**src/inc/isa_cycle_pkg.sv**
```systemverilog
/*
 * Constants, types and timing for the ISA-side cycle engine.
 * Assumes a 25 MHz system clock; all ISA pins are treated as synchronous.
 */
package isa_cycle_pkg;

    // clock and strobe timing
    localparam int CLK_NS      = 40;
    localparam int CMD_NS      = 160;
    localparam int REC_NS      = 80;
    localparam int CMD_CYC     = (CMD_NS + CLK_NS - 1) / CLK_NS;
    localparam int REC_CYC     = (REC_NS + CLK_NS - 1) / CLK_NS;
    localparam logic [2:0] CMD_LAST = 3'(CMD_CYC - 1);
    localparam logic [2:0] REC_LAST = 3'(REC_CYC - 1);
    localparam logic [2:0] CNT_ZERO = 3'h0;
    localparam logic [2:0] CNT_ONE  = 3'h1;

    // bus widths and address split
    localparam int ADDR_W     = 24;
    localparam int LOW_ADDR_W = 20;
    localparam int DATA_W     = 16;
    localparam int BYTE_W     = 8;
    localparam int CHAN_N     = 8;
    localparam int IRQ_N      = 16;

    // channels and interrupt lines present on the bus
    localparam logic [CHAN_N-1:0] DMA_CHAN_MASK = 8'hef;
    localparam logic [IRQ_N-1:0]  IRQ_LINES     = 16'hdef8;
    localparam logic [2:0]        WIDE_CHAN_MIN = 3'h5;
    localparam logic [CHAN_N-1:0] CHAN_ONE      = 8'h01;
    localparam logic [CHAN_N-1:0] DACK_IDLE     = 8'hff;
    localparam logic [BYTE_W-1:0] BYTE_ZERO     = 8'h00;

    typedef enum logic [1:0] {
        ST_IDLE,
        ST_ADDR,
        ST_CMD,
        ST_END
    } cyc_state_t;

    // host cycle request
    typedef struct packed {
        logic              mem;
        logic              wr;
        logic              two_bytes;
        logic [ADDR_W-1:0] addr;
        logic [DATA_W-1:0] wdata;
    } isa_req_t;

    // per-transfer dma setup from the channel controller
    typedef struct packed {
        logic              to_mem;
        logic              last;
        logic [ADDR_W-1:0] addr;
    } dma_ctl_t;

    // read result
    typedef struct packed {
        logic              wide;
        logic [DATA_W-1:0] data;
    } isa_rsp_t;

endpackage

```
**src/logic/isa_cycle_engine.sv**
```systemverilog
/*
 * ISA bus cycle engine: runs host I/O and memory cycles and fly-by DMA
 * cycles on the ISA pins, samples chip selects, interrupts and channel check.
 * Assumes all ISA inputs are synchronous to I_CLK and the data bus wire
 * is resolved outside from O_SD and O_SD_OE.
 */
// Summary of operation
// - 16-bit I/O select widens to sixteen lanes
// - 16-bit memory select widens to sixteen lanes
// - I/O read strobe for slave read
// - I/O write strobe for slave write
// - full-range memory read on every memory read
// - full-range memory write on every memory write
// - address enable marks DMA cycles
// - acknowledge grants channel, starts DMA cycle
// - terminal count on final DMA transfer
// - channel check input sampled as error
// - accept interrupt lines 15,14,12-9,7-3
// - low-range memory strobes only below 1MB
// - latch enable marks valid address
`timescale 1ns/1ps

module isa_cycle_engine
    import isa_cycle_pkg::*;
(
    input  wire logic              I_CLK,
    input  wire logic              I_ARST_N,
    input  wire logic              I_REQ_VALID,
    input  wire isa_req_t          I_REQ,
    output logic                   O_REQ_READY,
    output logic                   O_DONE,
    output isa_rsp_t               O_RSP,
    input  wire dma_ctl_t          I_DMA,
    output logic                   O_DMA_DONE,
    output logic [ADDR_W-1:0]      O_SA,
    output logic                   O_SBHE_N,
    output logic                   O_BALE,
    input  wire logic [DATA_W-1:0] I_SD,
    output logic [DATA_W-1:0]      O_SD,
    output logic                   O_SD_OE,
    output logic                   O_IOR_N,
    output logic                   O_IOW_N,
    output logic                   O_MEMR_N,
    output logic                   O_MEMW_N,
    output logic                   O_SMEMR_N,
    output logic                   O_SMEMW_N,
    output logic                   O_AEN,
    input  wire logic              I_IOCS16_N,
    input  wire logic              I_MEMCS16_N,
    input  wire logic [CHAN_N-1:0] I_DREQ,
    output logic [CHAN_N-1:0]      O_DACK_N,
    output logic                   O_TC,
    input  wire logic              I_IOCHK_N,
    input  wire logic [IRQ_N-1:0]  I_IRQ,
    output logic [IRQ_N-1:0]       O_IRQ_PENDING,
    output logic                   O_CHAN_ERR
);

    function automatic logic below_1mb(input logic [ADDR_W-1:0] a);
        return a[ADDR_W-1:LOW_ADDR_W] == '0;
    endfunction

    function automatic logic [2:0] lowest_chan(input logic [CHAN_N-1:0] m);
        logic [2:0] c;
        c = 3'h0;
        for (int i = CHAN_N - 1; i >= 0; i--) begin
            if (m[i]) begin
                c = 3'(i);
            end
        end
        return c;
    endfunction

    cyc_state_t        state_q;
    logic [2:0]        cnt_q;
    isa_req_t          cyc_q;
    dma_ctl_t          dctl_q;
    logic              dma_q;
    logic [2:0]        chan_q;
    logic              wide_q;

    logic [CHAN_N-1:0] dreq_ok;
    logic [2:0]        chan_d;
    logic              take_cpu;
    logic              take_dma;
    logic              to_cmd;
    logic              to_end;
    logic              to_idle;
    logic              rd_cyc;
    logic              wr_cyc;

    // request held until acknowledged, so a level sample suffices
    assign dreq_ok  = I_DREQ & DMA_CHAN_MASK;
    assign chan_d   = lowest_chan(dreq_ok);
    assign take_cpu = (state_q == ST_IDLE) && I_REQ_VALID && O_REQ_READY;
    assign take_dma = (state_q == ST_IDLE) && !I_REQ_VALID && (|dreq_ok);
    assign to_cmd   = (state_q == ST_ADDR);
    assign to_end   = (state_q == ST_CMD) && (cnt_q == CMD_LAST);
    assign to_idle  = (state_q == ST_END) && (cnt_q == REC_LAST);
    assign rd_cyc   = dma_q ? !dctl_q.to_mem : !cyc_q.wr;
    assign wr_cyc   = dma_q ? dctl_q.to_mem : cyc_q.wr;

    // cycle sequencer
    always_ff @(posedge I_CLK or negedge I_ARST_N) begin
        if (!I_ARST_N) begin
            state_q <= ST_IDLE;
            cnt_q   <= CNT_ZERO;
            cyc_q   <= '0;
            dctl_q  <= '0;
            dma_q   <= 1'b0;
            chan_q  <= 3'h0;
        end else begin
            cnt_q <= cnt_q + CNT_ONE;
            if (take_cpu || take_dma) begin
                state_q <= ST_ADDR;
                cnt_q   <= CNT_ZERO;
                cyc_q   <= I_REQ;
                dctl_q  <= I_DMA;
                dma_q   <= take_dma;
                chan_q  <= chan_d;
            end else if (to_cmd) begin
                state_q <= ST_CMD;
                cnt_q   <= CNT_ZERO;
            end else if (to_end) begin
                state_q <= ST_END;
                cnt_q   <= CNT_ZERO;
            end else if (to_idle) begin
                state_q <= ST_IDLE;
                cnt_q   <= CNT_ZERO;
            end
        end
    end

    // address phase pins
    always_ff @(posedge I_CLK or negedge I_ARST_N) begin
        if (!I_ARST_N) begin
            O_SA     <= '0;
            O_SBHE_N <= 1'b1;
            O_BALE   <= 1'b0;
            wide_q   <= 1'b0;
        end else begin
            O_BALE <= take_cpu || take_dma;
            if (take_cpu) begin
                O_SA     <= I_REQ.addr;
                O_SBHE_N <= ~(I_REQ.two_bytes | I_REQ.addr[0]);
            end else if (take_dma) begin
                O_SA     <= I_DMA.addr;
                O_SBHE_N <= (chan_d >= WIDE_CHAN_MIN) ? 1'b0 : ~I_DMA.addr[0];
            end
            if (to_cmd) begin
                if (dma_q) begin
                    wide_q <= chan_q >= WIDE_CHAN_MIN;
                end else if (cyc_q.mem) begin
                    wide_q <= !I_MEMCS16_N;
                end else begin
                    wide_q <= !I_IOCS16_N;
                end
            end
        end
    end

    // command strobes
    always_ff @(posedge I_CLK or negedge I_ARST_N) begin
        if (!I_ARST_N) begin
            O_IOR_N   <= 1'b1;
            O_IOW_N   <= 1'b1;
            O_MEMR_N  <= 1'b1;
            O_MEMW_N  <= 1'b1;
            O_SMEMR_N <= 1'b1;
            O_SMEMW_N <= 1'b1;
        end else if (to_cmd) begin
            O_IOR_N   <= !((dma_q || !cyc_q.mem) && wr_cyc == dma_q);
            O_IOW_N   <= !((dma_q || !cyc_q.mem) && rd_cyc == dma_q);
            O_MEMR_N  <= !((dma_q || cyc_q.mem) && rd_cyc);
            O_MEMW_N  <= !((dma_q || cyc_q.mem) && wr_cyc);
            O_SMEMR_N <= !((dma_q || cyc_q.mem) && rd_cyc && below_1mb(O_SA));
            O_SMEMW_N <= !((dma_q || cyc_q.mem) && wr_cyc && below_1mb(O_SA));
        end else if (to_end) begin
            O_IOR_N   <= 1'b1;
            O_IOW_N   <= 1'b1;
            O_MEMR_N  <= 1'b1;
            O_MEMW_N  <= 1'b1;
            O_SMEMR_N <= 1'b1;
            O_SMEMW_N <= 1'b1;
        end
    end

    // dma handshake
    always_ff @(posedge I_CLK or negedge I_ARST_N) begin
        if (!I_ARST_N) begin
            O_AEN    <= 1'b0;
            O_DACK_N <= DACK_IDLE;
            O_TC     <= 1'b0;
        end else begin
            if (take_dma) begin
                O_AEN    <= 1'b1;
                O_DACK_N <= ~(CHAN_ONE << chan_d);
            end else if (to_idle) begin
                O_AEN    <= 1'b0;
                O_DACK_N <= DACK_IDLE;
            end
            if (to_cmd) begin
                O_TC <= dma_q && dctl_q.last;
            end else if (to_end) begin
                O_TC <= 1'b0;
            end
        end
    end

    // host data path and handshake
    always_ff @(posedge I_CLK or negedge I_ARST_N) begin
        if (!I_ARST_N) begin
            O_REQ_READY <= 1'b1;
            O_DONE      <= 1'b0;
            O_DMA_DONE  <= 1'b0;
            O_RSP       <= '0;
            O_SD        <= '0;
            O_SD_OE     <= 1'b0;
        end else begin
            O_DONE     <= to_idle && !dma_q;
            O_DMA_DONE <= to_idle && dma_q;
            if (take_cpu || take_dma) begin
                O_REQ_READY <= 1'b0;
            end else if (to_idle) begin
                O_REQ_READY <= 1'b1;
            end
            if (take_cpu) begin
                O_SD <= I_REQ.wdata;
            end
            if (to_cmd) begin
                O_SD_OE <= !dma_q && cyc_q.wr;
            end else if (to_idle) begin
                O_SD_OE <= 1'b0;
            end
            if (to_end && !dma_q && !cyc_q.wr) begin
                O_RSP.wide <= wide_q;
                O_RSP.data <= wide_q ? I_SD : {BYTE_ZERO, I_SD[BYTE_W-1:0]};
            end
        end
    end

    // interrupt and error sampling
    always_ff @(posedge I_CLK or negedge I_ARST_N) begin
        if (!I_ARST_N) begin
            O_IRQ_PENDING <= '0;
            O_CHAN_ERR    <= 1'b0;
        end else begin
            O_IRQ_PENDING <= I_IRQ & IRQ_LINES;
            O_CHAN_ERR    <= !I_IOCHK_N;
        end
    end
endmodule // isa_cycle_engine

```
**config.mk**
```make
export PLATFORM = sky130hd
export DESIGN_NAME = isa_cycle_engine
export DESIGN_NICKNAME = d
export VERILOG_FILES = /design/src/inc/isa_cycle_pkg.sv /design/src/logic/isa_cycle_engine.sv
export SDC_FILE = /design/constraint.sdc
export NUM_CORES = 1
export LEC_CHECK = 0
export BUFFER_PORTS_ARGS = -buffer_cell sky130_fd_sc_hd__buf_2
export CORE_MARGIN = 2
export CORE_UTILIZATION = 30
export CTS_CLUSTER_DIAMETER = 60
export DETAILED_ROUTE_END_ITERATION = 10
export PLACE_DENSITY = 0.62
export REMOVE_ABC_BUFFERS = 1
export SLEW_MARGIN = 20
export SYNTH_ARGS = -nofsm -noshare
export SYNTH_HDL_FRONTEND = slang
export SYNTH_SLANG_ARGS = --single-unit
```
**constraint.sdc**
```tcl
create_clock -name I_CLK -period 4.6 [get_ports I_CLK]
set_input_delay 1.15 -clock I_CLK [delete_from_list [all_inputs] [get_ports I_CLK]]
set_output_delay 1.15 -clock I_CLK [all_outputs]
set_load 0.1 [all_outputs]
```
==> results of run 1 <==
[sequential cells by signal, summed over array words and instances (netlist names), 2 cells and up]
register and flops:
chan_q 3, dctl_q 2, O_DACK_N 8, O_SA 24
O_RSP 17, cnt_q 3, O_IRQ_PENDING 11, cyc_q 2
state_q 2, O_SD 16
[tightest hold or removal path, delay by kind of cell, from the launching register on]
family / cells / cell delay, ps
flops: 1 / 340
compound gates: 1 / 60
simple gates: 1 / 40
[stage by stage]
step | setup TNS (ps) | worst slack (ps)
detailed placement | 0 | 1511
CTS | 0 | 1873
finish | 0 | 1895
global placement | 0 | 1530
global route | 0 | 1739
floorplan | -252540 | -4891
[cells by family (layout without fill, tap and decap cells)]
family	after synthesis	count (layout)	synth area share
mux	56	56	0.1372
flops	105	105	0.6063
simple gates	91	91	0.1052
fa+ha+maj	3	3	0.008597
buf+inv	39	228	0.04928
other cells	1	5	0.0008588
compound gates	65	65	0.09255
[metal layers]
metal / routed length, um / vias up / share of wire / global-route usage
met4: 166 / 0 / 0.016 / 0.04957
met3: 858 / 10 / 0.081 / 0.04038
met2: 4985 / 143 / 0.47 / 0.2244
met5: 0 / - / 0 / 0
met1: 4613 / 1617 / 0.43 / 0.1813
li1: - / 1633 / - / -
[placed cells by master (no fill, tap or decap), types with 3 or more instances in the layout]
master       n
ha_1         3
conb_1       5
a31oi_1      3
buf_2      198
nor4_1       4
or3_1        3
dfrtp_1     89
mux2i_1     25
nand2b_1     5
nor2_1      14
inv_1        9
nor3_1      28
clkbuf_16    9
mux2_1       6
o21ai_0     14
inv_6        3
a21o_1       3
nand2_1     23
nand3_1      3
mux2_2      25
a21oi_1     28
buf_4        5
dfstp_2     16
o22a_1       3
[area by class of cell]
class	count	area (um^2)
Timing Repair Buffer	203	1028
Clock inverter	7	61.31
Multi-Input combinational cell	220	1534
Inverter	9	33.78
Fill cell	1407	8608
Tap cell	184	230.2
Clock buffer	9	225.2
Sequential cell	105	2648
[worst paths after layout]
kind                            cells after the start  slack, ps        start    endpoint
worst max-delay path                                6       1890  I_REQ_VALID    O_SA[16]
worst min-delay path                                2        480    O_RSP[10]   O_RSP[10]
worst max register to register                      5       2200   state_q[1]    O_SA[16]
worst min register to register                      2        480    O_RSP[10]   O_RSP[10]
max in group asynchronous                           2       2690     I_ARST_N    O_RSP[0]
min in group asynchronous                           1        960     I_ARST_N  state_q[0]
==> impl_metrics.toml, run 1 <==
[drt]
drc = 0
drtPass1Iterations = 4
wirelength_um = 10620
dr_total_vias = 3403
via_per_inst = 4.617
wl_per_cell_um = 14.42
ant_nets = 0
drtIter0Drc = 87

[cells_and_area]
fin_area_um2 = 5761
syn_to_final_growth_pct = 31.92
antenna_cells = 0
stdcell_count = 737
final_core_util = 0.4009
final_nets = 666
drive_above_1_share = 0.4774

[critical_path]
cpMaxStageDelayCell = "or2_1"
max_stage_delay_ps = 680
path_max_fanout = 21
path_buf_inv = 2
worstSetupStartpointType = "primary input"
path_cells = "buf_2 -> or3_4 -> a31oi_4 -> or2_1 -> buf_4 -> a21oi_1"
cp.arrival_ps = 2920
cpLargestDelayFamily = "simple AND/OR/NAND/NOR gates"
cp-end-kind = "register"
worstSetupPathType = "in2reg"
worstPathRequired_ps = 4820

[die]
die-area_um2 = 15540
rows = 44
io_pins = 211
die_h_um = 124.6
core_um2 = 14370
die_w_um = 124.6
start_util = 0.3039

[logic_synthesis]
synth_area_leaders = "dfrtp_1 (51%), dfstp_2 (9.6%), mux2_2 (6.4%), mux2i_1 (5.7%), a21oi_1 (3.2%)"
syn_avg_cell_area_um2 = 12.13
syn_inst = 360
synth.cells.most_frequent = "dfrtp_1 (89), a21oi_1 (28), nor3_1 (28), mux2_2 (25), mux2i_1 (25)"
ys_warn_count = 0
synth_ff_type = "dfrtp_1"
synth.distinct_cells = 46
seq_area_frac_synth = 0.6063
synth.most_common_cell = "dfrtp_1"
yosysTopAreaCellShare = 0.5100
syn_area_um2 = 4367
synth_top_cell_by_area = "dfrtp_1"
synth_seq_cells = 105
synth_edf_count = 0
synthArstFlopShare = 1.000

[clock_network]
clk_pin_slew_ps = 70
clkLatencyLatePin_ps = 350
hold_buffers = 0
cts_tree = "yes"
post_cts_buffers = 0
h-tree-depth = 3
postCtsResizedCells = 0
cts_buffers = 9
cts_root_buffer = "clkbuf_16"
clockBufferDepth = 2
cts_num_sinks = 105

[sta]
finalHoldWorstSlack_ps = 475.3
max-slew-margin-rel = 0.3472
drv_slew = 0
tightestPinTransition_ps = 979.2
clock.fmax_ghz = 0.3696
finalHoldViolations = 0
rsz0062_at_grt = "false"
post-route-period-util = 0.5881
fin_skew_ps = 6.833
fin_crit_ps = 2705
finalSetupViolCount = 0

[global_routing]
first_global_vias = 3507
grt_use_total = 0.1400
grt_max_degree = 78
grt_antenna_before_repair = 0
grt_remaining_overflow = 0
grt_pass1_wl_um = 17580

[placement]
hpwl_um = 7864
placed_area_um2 = 5474
gp_congestion = 0.8031
io_buffers = 199
dpl.cell_count = 721

[run]
cap_violations = 0

[outcome]
status = "finished, final reports clean"

[min_path]
hp-class = "reg2reg"
Power of run 1 is left out: the tool's default activity adds up to more than one toggle a clock period on the data nets, which glitch-free logic cannot reach.
==> inputs of run 2 (changes only) <==
==> constraint.sdc (replaced) <==
create_clock -name I_CLK -period 2.6 [get_ports I_CLK]
set_input_delay 0.65 -clock I_CLK [delete_from_list [all_inputs] [get_ports I_CLK]]
set_output_delay 0.65 -clock I_CLK [all_outputs]
set_load 0.1 [all_outputs]
==> run 2 against run 1 <==
Utilization up 1.0 points. Sequential share of layout area down 1.1 points. Worst hold slack worse by 260 ps.
==> impl_metrics.toml, run 2 (same netlist as run 1, synthesis figures left out) <==
[outcome]
status = "finished, final reports clean"

[drt]
wl_met2_um = 5119
wl_per_cell_um = 14.41
wirelength_um = 10720
highest_layer = "met4"
drtIter0Drc = 134
dr_total_vias = 3441
drc = 0
wl_met3_um = 916
ant_nets = 0
drt-met1-wl_um = 4570
via_per_inst = 4.625
drtPass1Iterations = 4

[sta]
finalHoldViolations = 0
drv_slew = 0
rsz0062_at_grt = "false"
tightestPinTransition_ps = 675.1
finalSetupViolCount = 0
max-slew-margin-rel = 0.5465
fin_crit_ps = 2171
fin_ws_ps = 429.1
post-route-period-util = 0.8350
clock.fmax_ghz = 0.4606
fin_skew_ps = 8.363
finalHoldWorstSlack_ps = 218.9

[cells_and_area]
fillCellCount = 1396
top_regs = "O_SA: 24 flops, O_RSP: 17 flops, O_SD: 16 flops"
seq_area_um2 = 2648
top_register = "O_SA"
layout_common_cells = "buf_2 (198), dfrtp_1 (89), nor3_1 (28), a21oi_1 (28)"
fin_area_um2 = 5907
syn_to_final_growth_pct = 35.27
final_nets = 673
multi_input_area_um2 = 1534
largest_register_ffs = 24
drive_above_1_share = 0.4821
antenna_cells = 0
final_common_cell = "buf_2"

[global_routing]
grt_use_total = 0.1421
grt_max_degree = 60
grt_pass1_wl_um = 17570
grt_remaining_overflow = 0
grt_antenna_before_repair = 0
first_global_vias = 3554

[die]
die_h_um = 124.6
core_um2 = 14370
start_util = 0.3039
die-area_um2 = 15540
rows = 44
io_pins = 211
die_w_um = 124.6

[critical_path]
worstPathRequired_ps = 2810
max_stage_delay_ps = 510
worstSetupPathType = "reg2reg"
path_max_fanout = 18
cp.arrival_ps = 2380
path_cells = "or3_4 -> a31oi_4 -> or2_1 -> buf_4 -> a21oi_1"
cp-end-kind = "register"
worstSetupStartpointType = "register"
path_buf_inv = 1
cpLargestDelayFamily = "simple AND/OR/NAND/NOR gates"
cpMaxStageDelayCell = "dfrtp_1"

[clock_network]
clkLatencyLatePin_ps = 350
h-tree-depth = 3
cts_root_buffer = "clkbuf_16"
cts_num_sinks = 105
cts_buffers = 9
clockBufferDepth = 2
clk_pin_slew_ps = 70
postCtsResizedCells = 0
post_cts_buffers = 0
hold_buffers = 0
cts_tree = "yes"

[placement]
gp_congestion = 0.8175
placed_area_um2 = 5552
place_ws_ps = 211.5
hpwl_um = 7918
io_buffers = 199

[min_path]
hp-class = "in2async"

[run]
cap_violations = 0
run 2: cell count changes in the layout (fill, tap and decap cells not counted), sizes merged:
cell,previous run,this run
buf,203,210
bufinv,0,3
clkbuf,9,12
clkinv,1,0
clkinvlp,2,0
inv,13,10
run 2: area by class of cell:
class                           count  share of cell area
Tap cell                          184             0.03897
Timing Repair Buffer              210              0.1872
Inverter                            9            0.005719
Multi-Input combinational cell    220              0.2597
Clock inverter                      4             0.01673
Sequential cell                   105              0.4482
Clock buffer                       12             0.04342
run 2: worst paths after layout:
path	from	end	slack, ps	depth (start not counted)
worst max register to register	state_q[0]	O_SA[5]	430	5
min in group I_CLK	I_IRQ[3]	O_IRQ_PENDING[3]	400	1
worst min register to register	cnt_q[0]	cnt_q[0]	480	1
max in group asynchronous	I_ARST_N	O_SA[17]	1680	2
worst max-delay path	state_q[0]	O_SA[5]	430	5
worst min-delay path	I_ARST_N	O_RSP[14]	220	1
run 2: layer usage:
layer / GRT usage / vias up
met5: 0 / -
met4: 0.04957 / 0
met3: 0.05198 / 10
met2: 0.2321 / 143
met1: 0.1736 / 1641
li1: - / 1647
run 2: metrics by stage:
stage	cells	TNS [ps]	util
after floorplan	334	-348110	-
after global placement	728	0	0.3864
after detailed placement	728	0	0.3864
after CTS	744	0	0.4111
after global routing	744	0	0.4111
final	744	0	0.4111
Power of run 2 is left out for the same reason.
